===== src/shared/frs_regs.svh =====
// Register offsets, field positions and widths of the ramp sequencer
`ifndef FRS_REGS_SVH
`define FRS_REGS_SVH
// Word indices (byte address = index * 4)
`define FRS_IDX_FRAC_INT 3'h0
`define FRS_IDX_LOW_FRAC 3'h1
`define FRS_IDX_REF_DIV 3'h2
`define FRS_IDX_FUNCTION 3'h3
`define FRS_IDX_CLOCK 3'h4
`define FRS_IDX_DEVIATION 3'h5
`define FRS_IDX_STEP 3'h6
`define FRS_IDX_DELAY 3'h7
`define FRS_IDX_STATUS 4'h8
// Field positions
`define FRS_RAMP_ON_BIT 31
`define FRS_INT_MSB 26
`define FRS_INT_LSB 15
`define FRS_FMSB_MSB 14
`define FRS_FMSB_LSB 3
`define FRS_FLSB_MSB 15
`define FRS_FLSB_LSB 3
`define FRS_FIRST_TIMER_DIVIDER_MSB 14
`define FRS_FIRST_TIMER_DIVIDER_LSB 3
`define FRS_SECOND_TIMER_DIVIDER_MSB 18
`define FRS_SECOND_TIMER_DIVIDER_LSB 7
`define FRS_CLKSEL_MSB 20
`define FRS_CLKSEL_LSB 19
`define FRS_CLKSEL_RAMP 2'h3
`define FRS_WAVE_MSB 11
`define FRS_WAVE_LSB 10
`define FRS_DEV_MSB 18
`define FRS_DEV_LSB 3
`define FRS_SHIFT_MSB 22
`define FRS_SHIFT_LSB 19
`define FRS_SET_SEL_BIT 23
`define FRS_DUAL_BIT 24
`define FRS_FSK_BIT 25
`define FRS_STEPS_MSB 22
`define FRS_STEPS_LSB 3
`define FRS_DLY_MSB 14
`define FRS_DLY_LSB 3
`define FRS_DLY_EN_BIT 15
`define FRS_DLY_FIRST_TIMER_DIVIDER_BIT 16
// Widths
`define FRS_FRAC_BITS 25
`define FRS_DIV_BITS 37
`endif


===== src/shared/frs_pkg.sv =====
// Types of the ramp sequencer
package frs_pkg;
  // Waveform type field encoding
  typedef enum logic [1:0] {
    FRS_WAVE_SAW_CONT = 2'h0,
    FRS_WAVE_TRI_CONT = 2'h1,
    FRS_WAVE_SAW_ONE = 2'h2,
    FRS_WAVE_RAMP_ONE = 2'h3
  } frs_wave_t;
  // Sequencer phase
  typedef enum logic [2:0] {
    FRS_IDLE,
    FRS_DELAY,
    FRS_UP,
    FRS_DOWN,
    FRS_HOLD
  } frs_state_t;
endpackage


===== src/frs_ramp_seq.sv =====
// FMCW ramp sequencer with Wishbone register file
//
// Chosen here: the Wishbone interface to the registers and the register addresses.
`timescale 1ns/1ps
`default_nettype none
`include "frs_regs.svh"
//
// Contract
// - Enabled ramp adds shifted deviation per tick
// - Single ramp burst holds final value
// - Single triangle subtracts deviation after up-steps; the code has no single triangle mode, code 10 is single sawtooth
// - Single sawtooth restores start then holds
// - Continuous sawtooth repeats until disabled
// - Continuous triangle alternates equal up/down phases
// - Fraction carries 25 bits
// - 16-bit deviation scaled by 4-bit shift
// - Interval is first times second divider
// - Code 01 continuous triangle, 11 single ramp
// - Dual bit enables two rate sets; code alternates them only at continuous triangle turns
// - Deviation write goes to selected set
// - Step write goes to selected set
// - Other set reprogrammable while running
// - FSK bit superimposes deviation on ramp
// - With FSK, set two is FSK deviation
// - Transmit pin selects plus or minus FSK
// - Delayed start by word or word times first
module frs_ramp_seq
(
  // Clock and reset
  input wire logic clk_i,
  input wire logic rst_i,
  // Wishbone slave
  input wire logic wb_cyc_i,
  input wire logic wb_stb_i,
  input wire logic wb_we_i,
  input wire logic [5:0] wb_adr_i,
  input wire logic [3:0] wb_sel_i,
  input wire logic [31:0] wb_dat_i,
  output logic [31:0] wb_dat_o,
  output logic wb_ack_o,
  // Transmit data pin
  input wire logic tx_data_i,
  // Divider value to sigma-delta divider
  output logic [36:0] divider_o,
  output logic ramp_busy_o
);
  // Register storage
  logic [31:0] frac_int_word;
  logic [31:0] low_fraction_word;
  logic [31:0] reference_divider_word;
  logic [31:0] function_word;
  logic [31:0] clock_word;
  logic [31:0] delay_config_word;
  logic [15:0] dev_set [2];
  logic [3:0] shift_set [2];
  logic [19:0] steps_set [2];
  logic dual_en;
  logic fsk_en;
  // Sequencer state
  frs_pkg::frs_state_t state;
  logic [36:0] ramp_val;
  logic [36:0] start_val;
  logic [19:0] step_cnt;
  logic [11:0] delay_cnt;
  logic cur_set;
  logic tx_meta;
  logic tx_sync;

  // Bus decode
  wire logic wb_req = wb_cyc_i && wb_stb_i && !wb_ack_o;
  wire logic wb_wr = wb_req && wb_we_i && (wb_sel_i == 4'hf);
  wire logic [3:0] idx = wb_adr_i[5:2];
  wire logic wr_dev = wb_wr && (idx == {1'b0, `FRS_IDX_DEVIATION});
  wire logic wr_step = wb_wr && (idx == {1'b0, `FRS_IDX_STEP});
  wire logic wr_start = wb_wr && (idx == {1'b0, `FRS_IDX_FRAC_INT});
  wire logic dsel = wb_dat_i[`FRS_SET_SEL_BIT];

  // Divider value assembled from integer and both fraction parts
  wire logic [11:0] int_part = frac_int_word[`FRS_INT_MSB:`FRS_INT_LSB];
  wire logic [24:0] frac_part = {frac_int_word[`FRS_FMSB_MSB:`FRS_FMSB_LSB],
    low_fraction_word[`FRS_FLSB_MSB:`FRS_FLSB_LSB]};
  wire logic [36:0] base_val = {int_part, frac_part};
  // Start write takes integer and upper fraction from the bus word; the register is still old
  wire logic [36:0] load_val = wr_start ? {wb_dat_i[`FRS_INT_MSB:`FRS_INT_LSB],
    wb_dat_i[`FRS_FMSB_MSB:`FRS_FMSB_LSB],
    low_fraction_word[`FRS_FLSB_MSB:`FRS_FLSB_LSB]} : base_val;
  wire logic ramp_on = frac_int_word[`FRS_RAMP_ON_BIT];
  wire frs_pkg::frs_wave_t wave =
    frs_pkg::frs_wave_t'(function_word[`FRS_WAVE_MSB:`FRS_WAVE_LSB]);

  // Timer dividers; second divider only when selected as ramp divider
  wire logic [11:0] first_div = reference_divider_word[`FRS_FIRST_TIMER_DIVIDER_MSB:`FRS_FIRST_TIMER_DIVIDER_LSB];
  wire logic sel_ramp =
    clock_word[`FRS_CLKSEL_MSB:`FRS_CLKSEL_LSB] == `FRS_CLKSEL_RAMP;
  wire logic [11:0] second_div =
    sel_ramp ? clock_word[`FRS_SECOND_TIMER_DIVIDER_MSB:`FRS_SECOND_TIMER_DIVIDER_LSB] : 12'h001;

  // Active rate set: ramp always uses set 0 under FSK
  wire logic use_set = dual_en && !fsk_en && cur_set;
  wire logic [36:0] step_amt =
    {21'h000000, dev_set[use_set]} << shift_set[use_set];
  wire logic [19:0] step_lim = steps_set[use_set];
  wire logic last_step = (step_cnt + 20'h00001 >= step_lim);
  wire logic [36:0] fsk_amt = {21'h000000, dev_set[1]} << shift_set[1];
  wire logic running = (state != frs_pkg::FRS_IDLE);
  wire logic seq_run = running && ramp_on;
  wire logic first_tick;
  wire logic tick;

  // Delay length in base units
  wire logic dly_en = delay_config_word[`FRS_DLY_EN_BIT];
  wire logic dly_by_first = delay_config_word[`FRS_DLY_FIRST_TIMER_DIVIDER_BIT];
  wire logic dly_unit = dly_by_first ? first_tick : 1'b1;
  wire logic [11:0] dly_word = delay_config_word[`FRS_DLY_MSB:`FRS_DLY_LSB];

  // FSK superimposed on the current ramp value
  wire logic [36:0] next_divider = !fsk_en ? ramp_val :
    (tx_sync ? ramp_val + fsk_amt : ramp_val - fsk_amt);

  frs_timer u_timer
  (
    .clk_i(clk_i),
    .rst_i(rst_i),
    .run_i(seq_run && state != frs_pkg::FRS_HOLD),
    .first_div_i(first_div),
    .second_div_i(second_div),
    .first_tick_o(first_tick),
    .tick_o(tick)
  );

  // Bus answer, one wait-free ack cycle after the request
  always_ff @(posedge clk_i)
  begin
    if (rst_i)
    begin
      wb_ack_o <= 1'b0;
      wb_dat_o <= 32'h00000000;
    end
    else
    begin
      wb_ack_o <= wb_req;
      case (idx)
        {1'b0, `FRS_IDX_FRAC_INT}: wb_dat_o <= frac_int_word;
        {1'b0, `FRS_IDX_LOW_FRAC}: wb_dat_o <= low_fraction_word;
        {1'b0, `FRS_IDX_REF_DIV}: wb_dat_o <= reference_divider_word;
        {1'b0, `FRS_IDX_FUNCTION}: wb_dat_o <= function_word;
        {1'b0, `FRS_IDX_CLOCK}: wb_dat_o <= clock_word;
        {1'b0, `FRS_IDX_DELAY}: wb_dat_o <= delay_config_word;
        `FRS_IDX_STATUS: wb_dat_o <= {28'h0000000, running, 3'(state)};
        default: wb_dat_o <= 32'h00000000;
      endcase
    end
  end

  // Plain configuration words
  always_ff @(posedge clk_i)
  begin
    if (rst_i)
    begin
      frac_int_word <= 32'h00000000;
      low_fraction_word <= 32'h00000000;
      reference_divider_word <= 32'h00000000;
      function_word <= 32'h00000000;
      clock_word <= 32'h00000000;
      delay_config_word <= 32'h00000000;
    end
    else if (wb_wr)
    begin
      case (idx)
        {1'b0, `FRS_IDX_FRAC_INT}: frac_int_word <= wb_dat_i;
        {1'b0, `FRS_IDX_LOW_FRAC}: low_fraction_word <= wb_dat_i;
        {1'b0, `FRS_IDX_REF_DIV}: reference_divider_word <= wb_dat_i;
        {1'b0, `FRS_IDX_FUNCTION}: function_word <= wb_dat_i;
        {1'b0, `FRS_IDX_CLOCK}: clock_word <= wb_dat_i;
        {1'b0, `FRS_IDX_DELAY}: delay_config_word <= wb_dat_i;
        default: ;
      endcase
    end
  end

  // Rate sets; the idle set may change mid-ramp without disturbing it
  always_ff @(posedge clk_i)
  begin
    if (rst_i)
    begin
      dev_set[0] <= 16'h0000;
      dev_set[1] <= 16'h0000;
      shift_set[0] <= 4'h0;
      shift_set[1] <= 4'h0;
      steps_set[0] <= 20'h00000;
      steps_set[1] <= 20'h00000;
      dual_en <= 1'b0;
      fsk_en <= 1'b0;
    end
    else
    begin
      if (wr_dev)
      begin
        dev_set[dsel] <= wb_dat_i[`FRS_DEV_MSB:`FRS_DEV_LSB];
        shift_set[dsel] <= wb_dat_i[`FRS_SHIFT_MSB:`FRS_SHIFT_LSB];
        dual_en <= wb_dat_i[`FRS_DUAL_BIT];
        fsk_en <= wb_dat_i[`FRS_FSK_BIT];
      end
      if (wr_step)
        steps_set[dsel] <= wb_dat_i[`FRS_STEPS_MSB:`FRS_STEPS_LSB];
    end
  end

  // Transmit pin synchroniser
  always_ff @(posedge clk_i)
  begin
    if (rst_i)
    begin
      tx_meta <= 1'b0;
      tx_sync <= 1'b0;
    end
    else
    begin
      tx_meta <= tx_data_i;
      tx_sync <= tx_meta;
    end
  end

  // Ramp sequencer
  always_ff @(posedge clk_i)
  begin
    if (rst_i)
    begin
      state <= frs_pkg::FRS_IDLE;
      ramp_val <= 37'h0000000000;
      start_val <= 37'h0000000000;
      step_cnt <= 20'h00000;
      delay_cnt <= 12'h000;
      cur_set <= 1'b0;
    end
    else if (!ramp_on || wr_start)
    begin
      // Each start-word write reloads the base value and restarts
      state <= frs_pkg::FRS_IDLE;
      ramp_val <= load_val;
      start_val <= load_val;
      step_cnt <= 20'h00000;
      delay_cnt <= 12'h000;
      cur_set <= 1'b0;
    end
    else
    begin
      case (state)
        frs_pkg::FRS_IDLE:
          state <= dly_en ? frs_pkg::FRS_DELAY : frs_pkg::FRS_UP;
        frs_pkg::FRS_DELAY:
          if (delay_cnt >= dly_word)
            state <= frs_pkg::FRS_UP;
          else if (dly_unit)
            delay_cnt <= delay_cnt + 12'h001;
        frs_pkg::FRS_UP:
          if (tick)
          begin
            if (step_cnt >= step_lim)
            begin
              // Step count already met (zero steps) or sawtooth wrap tick
              step_cnt <= 20'h00000;
              case (wave)
                frs_pkg::FRS_WAVE_SAW_CONT:
                  ramp_val <= start_val;
                frs_pkg::FRS_WAVE_SAW_ONE:
                begin
                  ramp_val <= start_val;
                  state <= frs_pkg::FRS_HOLD;
                end
                default:
                  state <= frs_pkg::FRS_HOLD;
              endcase
            end
            else
            begin
              ramp_val <= ramp_val + step_amt;
              step_cnt <= step_cnt + 20'h00001;
              if (last_step)
              begin
                case (wave)
                  frs_pkg::FRS_WAVE_RAMP_ONE:
                    state <= frs_pkg::FRS_HOLD;
                  frs_pkg::FRS_WAVE_TRI_CONT:
                  begin
                    state <= frs_pkg::FRS_DOWN;
                    step_cnt <= 20'h00000;
                  end
                  default: ; // Sawtooth: wrap on next tick
                endcase
              end
            end
          end
        frs_pkg::FRS_DOWN:
          if (tick)
          begin
            ramp_val <= ramp_val - step_amt;
            step_cnt <= step_cnt + 20'h00001;
            if (last_step)
            begin
              step_cnt <= 20'h00000;
              cur_set <= ~cur_set;
              state <= frs_pkg::FRS_UP;
            end
          end
        frs_pkg::FRS_HOLD: ;
        default:
          state <= frs_pkg::FRS_IDLE;
      endcase
    end
  end

  // Registered outputs
  always_ff @(posedge clk_i)
  begin
    if (rst_i)
    begin
      divider_o <= 37'h0000000000;
      ramp_busy_o <= 1'b0;
    end
    else
    begin
      divider_o <= next_divider;
      ramp_busy_o <= seq_run && (state != frs_pkg::FRS_HOLD);
    end
  end

  // Assertions
  frs_up_step_a: assert property (@(posedge clk_i) disable iff (rst_i)
    (state == frs_pkg::FRS_UP && tick && ramp_on && !wr_start && step_cnt < step_lim)
      |=> ramp_val == $past(ramp_val) + $past(step_amt))
    else $error("ramp up step wrong");
  frs_hold_val_a: assert property (@(posedge clk_i) disable iff (rst_i)
    (state == frs_pkg::FRS_HOLD && ramp_on && !wr_start) |=> $stable(ramp_val))
    else $error("held value moved");
  frs_down_step_a: assert property (@(posedge clk_i) disable iff (rst_i)
    (state == frs_pkg::FRS_DOWN && tick && ramp_on && !wr_start)
      |=> ramp_val == $past(ramp_val) - $past(step_amt))
    else $error("ramp down step wrong");
  frs_saw_wrap_a: assert property (@(posedge clk_i) disable iff (rst_i)
    (state == frs_pkg::FRS_UP && tick && ramp_on && !wr_start && step_cnt >= step_lim
      && wave == frs_pkg::FRS_WAVE_SAW_ONE)
      |=> ramp_val == start_val && state == frs_pkg::FRS_HOLD)
    else $error("sawtooth did not restore");
  frs_off_idle_a: assert property (@(posedge clk_i) disable iff (rst_i)
    !ramp_on |=> state == frs_pkg::FRS_IDLE)
    else $error("ramp ran while disabled");
  frs_tri_turn_a: assert property (@(posedge clk_i) disable iff (rst_i)
    (state == frs_pkg::FRS_DOWN && tick && last_step && ramp_on && !wr_start)
      |=> state == frs_pkg::FRS_UP && step_cnt == 20'h00000)
    else $error("triangle did not turn");
  frs_fsk_out_a: assert property (@(posedge clk_i) disable iff (rst_i)
    (fsk_en && tx_sync) |=> divider_o == $past(ramp_val) + $past(fsk_amt))
    else $error("fsk plus offset wrong");
  frs_set_write_a: assert property (@(posedge clk_i) disable iff (rst_i)
    wr_step |=> steps_set[$past(dsel)] == $past(wb_dat_i[`FRS_STEPS_MSB:`FRS_STEPS_LSB]))
    else $error("step set not stored");
  frs_delay_hold_a: assert property (@(posedge clk_i) disable iff (rst_i)
    (state == frs_pkg::FRS_DELAY && delay_cnt < dly_word && ramp_on && !wr_start)
      |=> state == frs_pkg::FRS_DELAY)
    else $error("delay ended early");
endmodule // frs_ramp_seq
`default_nettype wire


===== src/frs_timer.sv =====
// Two-stage ramp timer producing one tick per first*second divider cycles
`timescale 1ns/1ps
`default_nettype none
module frs_timer
(
  // Clock and reset
  input wire logic clk_i,
  input wire logic rst_i,
  // Control
  input wire logic run_i,
  input wire logic [11:0] first_div_i,
  input wire logic [11:0] second_div_i,
  // Ticks
  output logic first_tick_o,
  output logic tick_o
);
  logic [11:0] cnt1;
  logic [11:0] cnt2;
  wire logic wrap1;
  wire logic wrap2;
  // Zero divider treated as one so the timer never stalls
  assign wrap1 = (cnt1 + 12'h001 >= first_div_i);
  assign wrap2 = (cnt2 + 12'h001 >= second_div_i);

  // Stage counters, interval = first * second cycles
  always_ff @(posedge clk_i)
  begin
    if (rst_i || !run_i)
    begin
      cnt1 <= 12'h000;
      cnt2 <= 12'h000;
      first_tick_o <= 1'b0;
      tick_o <= 1'b0;
    end
    else
    begin
      cnt1 <= wrap1 ? 12'h000 : cnt1 + 12'h001;
      first_tick_o <= wrap1;
      tick_o <= wrap1 && wrap2;
      if (wrap1)
        cnt2 <= wrap2 ? 12'h000 : cnt2 + 12'h001;
    end
  end
endmodule // frs_timer
`default_nettype wire


===== config.mk =====
export PLATFORM = sky130hd
export DESIGN_NAME = frs_ramp_seq
export DESIGN_NICKNAME = d
export VERILOG_FILES = /design/src/shared/frs_pkg.sv /design/src/frs_ramp_seq.sv /design/src/frs_timer.sv
export VERILOG_INCLUDE_DIRS = /design/src /design/src/shared
export SDC_FILE = /design/constraint.sdc
export NUM_CORES = 1
export LEC_CHECK = 0
export BUFFER_PORTS_ARGS = -buffer_cell sky130_fd_sc_hd__buf_2
export CELL_PAD_IN_SITES_DETAIL_PLACEMENT = 0
export CELL_PAD_IN_SITES_GLOBAL_PLACEMENT = 2
export CORE_MARGIN = 2
export CORE_UTILIZATION = 41
export DETAILED_ROUTE_END_ITERATION = 7
export PLACE_DENSITY = 0.92
export SYNTH_ARGS = -nofsm -noshare
export SYNTH_HDL_FRONTEND = slang
export SYNTH_SLANG_ARGS = --single-unit

===== constraint.sdc =====
create_clock -name clk_i -period 15.8 [get_ports clk_i]
set_clock_uncertainty 0.1 [all_clocks]
set_input_delay 0.79 -clock clk_i [delete_from_list [all_inputs] [get_ports clk_i]]
set_output_delay 0.79 -clock clk_i [all_outputs]
set_load 0.01 [all_outputs]

# ---- Word level (Yosys, flattened, before mapping)
# Memory sizes are Yosys's and may differ from the RTL's.
# Index checks and enable logic that the tools add are counted.
# W data, S select, Z words.
dict set report totals {
  register_bits 403
  ram_bits 80
  input_bits 48
  output_inout_bits 71
  wordCells 161
  n_memories 3
}
dict set report classes {
  add_sub_neg 8
  order_cmp 5
  n_eq_ne 28
  shifts 2
  muxes 47
  n_bitwise 3
  n_reduce_logical 41
}
# memory depth width read_ports rd_ports_with_merged_regs write_ports line_no
set memory_table {}
lappend memory_table {steps_set 2 20 1 0 2 frs_ramp_seq.sv:56} ;# logic [19:0] steps_set [2];
lappend memory_table {dev_set 2 16 2 0 2 frs_ramp_seq.sv:54} ;# logic [15:0] dev_set [2];
lappend memory_table {shift_set 2 4 2 0 2 frs_ramp_seq.sv:55} ;# logic [3:0] shift_set [2];
# cell count
set op_table {}
lappend op_table {{$mux W37} 8}
lappend op_table {{$pmux W32 S7} 1}
lappend op_table {{$mux W20} 7}
lappend op_table {{$add A37 B37 Y37} 2}
lappend op_table {{$pmux W37 S2} 1}
lappend op_table {{$shl A16 B4 Y37} 2}
lappend op_table {{$sub A37 B37 Y37} 2}
lappend op_table {{$ge A20 B20 Y1} 2}
lappend op_table {{$pmux W20 S2} 1}
lappend op_table {{$add A12 B1 Y12 const B} 3}
lappend op_table {{$ge A12 B12 Y1} 3}
lappend op_table {{$mux W12} 2}
lappend op_table {{$mux W3} 7}
lappend op_table {{$add A20 B1 Y20 const B} 1}
lappend op_table {{$reduce_or A20 Y1} 1}
lappend op_table {{$eq A4 B3 Y1 const B} 4}
lappend op_table {{$mux W16} 1}
lappend op_table {{$reduce_or A16 Y1} 1}
lappend op_table {{$mux W1} 15}
lappend op_table {{$pmux W3 S5} 1}
lappend op_table {{$logic_and A1 B1 Y1} 12}
lappend op_table {{$reduce_and A2 Y1} 6}
lappend op_table {{$ne A3 B3 Y1 const B} 3}
lappend op_table {{$reduce_and A3 Y1} 3}
lappend op_table {{other kinds (28)} 45}

# ---- Logic depth before layout (Yosys ltp)
# Gate-level depths: netlist of run 1.
dict set report depth {
  ltp_word 10
  ltp_mapped 25
  mapped_depth_nobuf 22
}

# ---- Modules after synthesis
# A second synthesis of run 1 with hierarchy kept.
dict set report unflattened {
  hier_cells 3730
  area_unflattened_um2 30292.8
}
# module instances cells_per_inst area_per_inst_um2 seq_area_each_um2
set by_module_without_submodules {}
lappend by_module_without_submodules {frs_ramp_seq 1 3517 28427.3 9949.5}
lappend by_module_without_submodules {frs_timer 1 213 1865.5 520.5}

# ---- Worst setup path before layout of run 1
# OpenSTA, ideal clock, no wires.
dict set report synth_timing {
  kind {register to register}
  start {memory shift_set[1][0]}
  end {register ramp_val[33]}
  setup_ns 0.138
  arrival_time_ns 5.262
  t_required_ns 15.562
  slack_ns 10.300
  stages_incl_launch_ff 25
  n_path_buf 6
  period_less_slack_ns 5.500
  cell_sequence {edfxtp_1 buf_6 buf_2 clkbuf_1 clkbuf_1 buf_1 mux2i_1 nor2_1 a21oi_1 nor2_1 a21oi_1 mux2_2 nand2_1 o21a_1 ha_1 buf_2 or3_1 or4_1 a21oi_1 o221ai_1 o41ai_1 a221oi_1 o31ai_1 mux2i_1 a221oi_1}
}
# item line_no
set synth_rtl {}
lappend synth_rtl {{start, declared} frs_ramp_seq.sv:55}
lappend synth_rtl {{end signal, assigned} frs_ramp_seq.sv:240} ;# ramp_val <= load_val;
lappend synth_rtl {{end signal, assigned} frs_ramp_seq.sv:265} ;# ramp_val <= start_val;
lappend synth_rtl {{end signal, assigned} frs_ramp_seq.sv:268} ;# ramp_val <= start_val;
lappend synth_rtl {{end, declared} frs_ramp_seq.sv:61} ;# logic [36:0] ramp_val;

# ---- Worst setup path after layout of run 1
dict set report layout_timing {
  start {register fsk_en}
  end {register ramp_val[33]}
}
dict set report layout_between {
  elab_chain_len 10
  word_cells_on_any_way 17
  cone_classes {add/sub (2); order compare (1); eq/ne (1); shift (1); mux (5); reduce/logical (4); memory (3)}
}
# item line_no
set layout_lines {}
lappend layout_lines {{start, declared} frs_ramp_seq.sv:58} ;# logic fsk_en;
lappend layout_lines {{start signal, assigned} frs_ramp_seq.sv:202} ;# fsk_en <= wb_dat_i[`FRS_FSK_BIT];
lappend layout_lines {{$logic_not A1 Y1 (*)} --}
lappend layout_lines {{$logic_and A1 B1 Y1 (*) (2 in a row)} frs_ramp_seq.sv:99} ;# wire logic use_set = dual_en && !fsk_en && cur_set;
lappend layout_lines {{$mem_v2 Z2 W16 / $mem_v2 Z2 W4 (equally long branches)} --}
lappend layout_lines {{$shl A16 B4 Y37} frs_ramp_seq.sv:101} ;# {21'h000000, dev_set[use_set]} << shift_set[use_set];
lappend layout_lines {{$add A37 B37 Y37} frs_ramp_seq.sv:277} ;# ramp_val <= ramp_val + step_amt;
lappend layout_lines {{$mux W37} frs_ramp_seq.sv:259} ;# if (step_cnt >= step_lim)
lappend layout_lines {{$mux W37} frs_ramp_seq.sv:257} ;# if (tick)
lappend layout_lines {{$pmux W37 S2} frs_ramp_seq.sv:248} ;# case (state)
lappend layout_lines {{$mux W37} frs_ramp_seq.sv:236} ;# else if (!ramp_on || wr_start)
# Every way passes the cells marked *; elsewhere a longest branch is shown, timed or not. The select of a mux whose other input is x is not followed.
# A chain may end at the register's enable or synchronous reset.

==> reports/metrics.yaml, run 1 <==
worst_setup_path:
  criticalPathCategory: "flop to flop"
  worst-path-max-fanout: 62
  required_ps: 16160
  crit_path_cell_trace: "inv_2 > nand3_2 > buf_4 > nand2_1 > o21a_1 > o21ai_0 > mux2i_1 > o21ai_0 > ha_1 > or3_1 > or4_1 > a21oi_1 > o221ai_1 > o41ai_1 > a221oi_1 > o31ai_1 > mux2i_1 > a221oi_1"
  cp_slowest_cell: "o41ai_1"
  r2r_cells: 18
  start_kind: "flop"
  arrival_ps: 7110
  r2r_start: "fsk_en"
  r2r_slack_ps: 9050
  timing.rr.end: "ramp_val[33]"
  critPathMaxStageDelay_ps: 670
  end_kind: "flop"
logic_synthesis:
  synth_ff_type: "dfxtp_1"
  synth_edf_count: 80
  ys_warn_count: 0
  synth_top_cells_by_area: "dfxtp_1, nand2_1, edfxtp_1"
  syn_nets: 4017
  synth_seq_cells: 483
  synth-seq-area-share_pct: 34.76
  synth_top_area_share_pct: 26.78
  synth_area_per_cell_sq_um: 7.968
  netlist.top_cell.by_area: "dfxtp_1"
  async_flop_share_pct: 0
  synthDistinctLibCells: 97
  synthCells: 3781
  netlist_area_sq_um: 30130
min_path:
  hp-class: "input pin to flop"
  hold_path_startpoint: "tx_data_i"
  min_to: "tx_meta"
  hold_depth: 2
power_and_ir_drop:
  swShare_pct: 25.86
  p_int_uw: 2076
  p_sw_uw: 723.9
  comb_power_share_pct: 8.7
  clock_power_share_pct: 46.2
  power.density_nw_per_um2: 84.22
  power_frac_seq_pct: 45.2
  ir_drop_uv: 87.84
  power.leakage_uw: 0.01310
global_routing:
  grt_pass1_wl_mm: 154.8
  grt-ovfl-total: 0
  grt_pass1_vias: 25680
  grtUsageTotal_pct: 26.13
  antenna_found_initial: 6
  grt_max_degree: 98
sta:
  worst_slack_ps: 9048
  whs_ps: 311.2
  finalHoldViolCount: 0
  tightest_slew_ps: 1106
  slew_headroom_pct: 25.97
  drv_slew: 0
  setup_viol: 0
  rsz0062_at_grt: "false"
  tns_ps: 0
  period_needed_ps: 6752
  fin_crit_sh_pct: 42.73
  fmax_mhz: 148.1
die:
  io_pins: 119
  dieHeight_microns: 275.1
  die_w_microns: 275.1
  rows: 99
  start_util_pct: 41.36
  dieArea_sq_um: 75660
  core_sq_um: 72830
status:
  outcome: "finished, final reports clean"
routing:
  drt_iter0_drc: 2799
  drc: 0
  vias: 27480
  wirelength_mm: 100.8
  routedWlPerCell_microns: 21.23
  final_antenna_net_count: 0
  viasPerCell: 5.785
  dr.pass1.iters: 6
clocking:
  cts_max_path_buffers: 3
  clock_sink_count: 483
  cts_tree: "yes"
  clk_latency_ps: 630
  numCtsBuffers: 54
  postCtsSetupBuffers: 0
  cts_resized: 0
  ctsHoldBuffers: 0
  clk_pin_slew_ps: 60
  cts_root_buf: "clkbuf_16"
  h-tree-depth: 2
place:
  place_congestion: 0.9012
  port_buffers: 116
  pre_cts_slack_ps: 9249
  dp_hpwl_mm: 71.07
layout:
  nets: 3981
  syn_to_final_growth_pct: 10.34
  diodes: 0
  post_route_cells_drive_above_1_share_pct: 9.813
flow_run:
  max_cap_viol_count: 0
-- layout by cell type (no fill, tap or decap), drive strengths merged, types with 9 or more instances in the layout --
cell type and n:
ha 185, nand3 88, nor3 50, nand2b 33, nor2b 41, a21oi 434, and3 56, nand4 11
nor2 246, mux2 27, clkinv 20, or3 20, a31o 11, a21o 69, and2 93, o31ai 16
a22oi 97, o211ai 39, inv 107, mux4 12, dfxtp 403, o22ai 21, a221o 10, clkbuf 77
o21bai 19, buf 173, a211o 9, nand2 645, xor2 55, o21a 25, or2 25, o21ai 174
edfxtp 80, mux2i 84, nor4 16, a221oi 12, a31oi 67, a211oi 32, xnor2 74
-- registers in the layout, summed over array words and instances (netlist names), 3 cells and up --
signal	flops
frac_int_word	32
reference_divider_word	32
shift_set	8
step_cnt	20
divider_o	37
u_timer.cnt2	12
dev_set	32
u_timer.cnt1	12
function_word	32
state	3
delay_cnt	12
wb_dat_o	32
low_fraction_word	32
start_val	37
steps_set	40
clock_word	32
delay_config_word	32
ramp_val	37
-- synth_stat cells (all sizes together), types with 56 or more instances --
master / count
a21oi: 434
nor2: 246
inv: 106
o21ai: 174
and3: 56
edfxtp: 80
nand2: 645
xnor2: 74
nand3: 88
ha: 185
clkbuf: 236
a22oi: 97
mux2i: 84
a21o: 69
a31oi: 67
dfxtp: 403
and2: 93
-- how the worst max path moves through the flow --
stage                                from      endpoint  slack, ps  cells after the start
after global placement             fsk_en  ramp_val[33]       9270                     18
after floorplan           shift_set[1][0]  ramp_val[33]      10300                     24
after CTS                          fsk_en  ramp_val[33]       9210                     18
after detailed placement           fsk_en  ramp_val[33]       9250                     18
after global routing               fsk_en  ramp_val[33]       8790                     18
final                              fsk_en  ramp_val[33]       9050                     18
-- logic make-up after synthesis --
kind of cell | Yosys count | share of synthesized area [%]
flip-flops | 483 | 34.76
multiplexers | 123 | 4.735
buffers and inverters | 373 | 4.739
AO/OA/AOI/OAI | 1128 | 23.61
adder cells (fa/ha/maj) | 188 | 7.883
XOR/XNOR | 129 | 3.775
AND/OR/NAND/NOR | 1357 | 20.51
-- metrics by stage --
| stage | total power, uW | area, sq um | utilization (%) | instances |
|---|---|---|---|---|
| floorplan | 1459 | 30130 | - | 3781 |
| global placement | 1530 | 31440 | 43.16 | 4648 |
| detailed placement | 1530 | 31440 | 43.16 | 4648 |
| CTS | 2813 | 33240 | 45.64 | 4750 |
| global route | 2889 | 33240 | 45.64 | 4750 |
| finish | 2800 | 33240 | 45.64 | 4750 |
-- power groups by stage --
stage,sequential [uW],clock [uW],combinational (uW)
2_1_floorplan,1290,0,172
3_3_place_gp,1290,0,239
3_5_place_dp,1290,0,239
4_1_cts,1260,1310,240
5_1_grt,1260,1360,265
6_report,1260,1290,243
-- cell type report --
cell class	count	area [sq um]
clock buffers	77	1519
well taps	959	1200
inverters	108	405.4
fillers	7340	39590
multi-input cells	2925	18340
flip-flops and latches	483	10470
repair buffers	173	1018
clock inverters	25	284.0
-- worst max-delay path, delay by kind of cell (launching register included) --
kind                     cells  cell delay (ps)
AO/OA/AOI/OAI                9             3270
AND/OR/NAND/NOR              4             1220
buffers and inverters        2              820
multiplexers                 2              410
adder cells (fa/ha/maj)      1              380
flip-flops                   1              340
-- routing by layer --
metal / vias up / part of all wire (%) / global-route usage (%)
met5: - / 0.013 / 0
met4: 2 / 2.3 / 6.501
met3: 144 / 6.3 / 2.767
met2: 925 / 45 / 42.57
met1: 13000 / 46 / 36.91
li1: 13410 / - / -
Note: power is estimated with default switching activity, not from simulation.
==> run 2, diff against run 1 <==
Settings changed: CORE_UTILIZATION 41 to 38, PLACE_DENSITY 0.92 to 0.87.
Clock period 15.8 ns to 6.8 ns, I/O delays scaled along.
==> reports/metrics.yaml, run 2 (synthesis results as in run 1) <==
routing:
  vias: 27750  # +0.98%
  drc: 0  # unchanged
  dr.pass1.iters: 7  # +1
  viasPerCell: 5.689  # -1.7%
  drt_iter0_drc: 2259  # -19%
  routedWlPerCell_microns: 21.60  # +1.7%
  final_antenna_net_count: 0  # unchanged
  wirelength_mm: 105.4  # +4.5%
power_and_ir_drop:
  ir_drop_uv: 181.6  # +110%
  power.density_nw_per_um2: 197.1  # +130%
  power_uw: 6650  # +140%
  power.leakage_uw: 0.01332  # +1.7%
sta:
  fin_crit_sh_pct: 91.19  # +48 points
  period_needed_ps: 6201  # -551.3 ps
  setup_viol: 0  # unchanged
  finalHoldViolCount: 0  # unchanged
  drv_slew: 0  # unchanged
  fmax_mhz: 161.3  # +8.9%
  rsz0062_at_grt: "false"
  tightest_slew_ps: 1235  # +128.2 ps
  tns_ps: 0  # unchanged
  slew_headroom_pct: 17.70  # -8.3 points
status:
  outcome: "finished, final reports clean"
worst_setup_path:
  r2r_start: "shift_set[1][1]"
  worst-path-max-fanout: 14  # -77%
  timing.rr.end: "ramp_val[33]"
  required_ps: 7180  # -8980 ps
  cp_common_cell: "mux2i_1"
  crit_path_cell_trace: "clkinv_1 > o21ai_1 > buf_4 > mux2i_1 > mux2i_1 > o21ai_0 > ha_1 > or3_1 > or4_1 > a21oi_1 > o221ai_1 > o41ai_1 > a221oi_1 > o31ai_1 > mux2i_1 > a221oi_1"
  criticalPathCategory: "flop to flop"
  startpoint: "shift_set[1][1]"
  cp_slowest_cell: "edfxtp_1"
  r2r_slack_ps: 600  # -8450 ps
  critPathMaxStageDelay_ps: 710  # +40 ps
  cp-endpoint: "ramp_val[33]"
  r2r_cells: 16  # -2
  start_kind: "flop"
  arrival_ps: 6580  # -530 ps
  end_kind: "flop"
global_routing:
  grt-ovfl-total: 0  # unchanged
  grt_max_degree: 108  # +10%
  grt_pass1_wl_mm: 160.3  # +3.5%
  antenna_found_initial: 1  # -5
  grtUsageTotal_pct: 25.10  # -1.0 points
  grt_pass1_vias: 26110  # +1.7%
place:
  place_area_sq_um: 31700  # +0.82%
  port_buffers: 116  # unchanged
  dp_hpwl_mm: 74.30  # +4.5%
  place_congestion: 0.8947  # -0.72%
  post-place-cells: 4759  # +2.4%
die:
  dieArea_sq_um: 81540  # +7.8%
  core_sq_um: 78740  # +8.1%
  io_pins: 119  # unchanged
  start_util_pct: 38.26  # -3.1 points
  die_w_microns: 285.6  # +3.8%
  rows: 103  # +4.0%
  dieHeight_microns: 285.6  # +3.8%
clocking:
  clock_sink_count: 483  # unchanged
  cts_root_buf: "clkbuf_16"
  cts_tree: "yes"
  cts_max_path_buffers: 3  # unchanged
  clk_latency_ps: 640  # about the same
  clk_pin_slew_ps: 70  # about the same
  h-tree-depth: 2  # unchanged
  numCtsBuffers: 53  # -1.9%
layout:
  post_route_cells_drive_above_1_share_pct: 10.59  # +0.77 points
  regMostFlops: "steps_set"
  largest_reg_flops: 40  # unchanged
  nets: 4017  # +0.90%
  layout_common_cells: "nand2_1, a21oi_1, dfxtp_1"
  final_common_cell: "nand2_1"
  fin_area_sq_um: 33750  # +1.5%
  layoutNonFillerInstCount: 4878  # +2.7%
  n_fill_cell: 8035  # +9.5%
  syn_to_final_growth_pct: 12.03
flow_run:
  max_cap_viol_count: 0  # unchanged
min_path:
  hp-class: "input pin to flop"
## run 2: cell types whose count changed in the layout (fill, tap and decap cells not counted), moves of 3 or more
cell,previous run,this run
buf_4,57,77
bufinv_16,4,7
clkbuf_1,16,7
clkbuf_8,6,10
clkinv_1,8,2
clkinv_2,8,12
dlygate4sd3_1,0,16
## run 2: area by class of cell
cell class	instances	area [sq um]	area share, %
multi-input cells	2925	18340	54.34
flip-flops and latches	483	10470	31.02
clock buffers	70	1484	4.397
repair buffers	210	1343	3.978
well taps	1050	1314	3.893
inverters	108	405.4	1.201
clock inverters	30	390.4	1.157
diodes	2	5.005	0.01483
## run 2: repair_timing
item                                   4_1_cts  5_1_grt
hold buffers                                16        0
gates resized for setup                      0        0
setup buffers                                0        1
setup endpoints to repair                    0        2
endpoints found under the hold margin       82        0
## run 2: per-stage QoR
step                setup slack (ps)  hold WS, ps  util (%)
detailed placement             475.9        334.3     40.25
global route                   180.4        35.91     42.85
floorplan                       1300        313.8         -
global placement               674.7        336.9     40.25
finish                         599.2        40.48     42.86
CTS                            464.4        13.06     42.84
## run 2: worst min-delay path by stage
stage | startpoint | endpoint | slack [ps] | cells past startpoint
after floorplan | tx_meta | tx_sync | 310 | 1
after global placement | function_word[6] | function_word[6] | 340 | 2
after detailed placement | tx_meta | tx_sync | 330 | 1
after CTS | wb_dat_i[20] | frac_int_word[20] | 10 | 3
after global routing | wb_dat_i[21] | clock_word[21] | 40 | 3
final | rst_i | start_val[2] | 40 | 2
## run 2: power by group
group / internal, uW / leakage [uW] / switching (uW)
Sequential: 2920 / 0.00405 / 18.4
Clock: 1810 / 0.000925 / 1310
Combinational: 196 / 0.00834 / 391
## run 2: critical path, delay by kind of cell, from the launching register on
kind,cells,cell delay (ps)
buf+inv,2,680
simple gates,2,840
fa+ha+maj,1,390
compound gates,8,2760
mux,3,600
flops,1,710
## run 2: layer usage
| layer | GRT usage (%) | vias to the layer above | share of wire [%] |
|---|---|---|---|
| met2 | 40.37 | 909 | 45 |
| met5 | 0 | - | 0 |
| met3 | 4.035 | 156 | 6.9 |
| met1 | 34.55 | 13220 | 45 |
| met4 | 7.526 | 0 | 2.8 |
| li1 | - | 13470 | - |
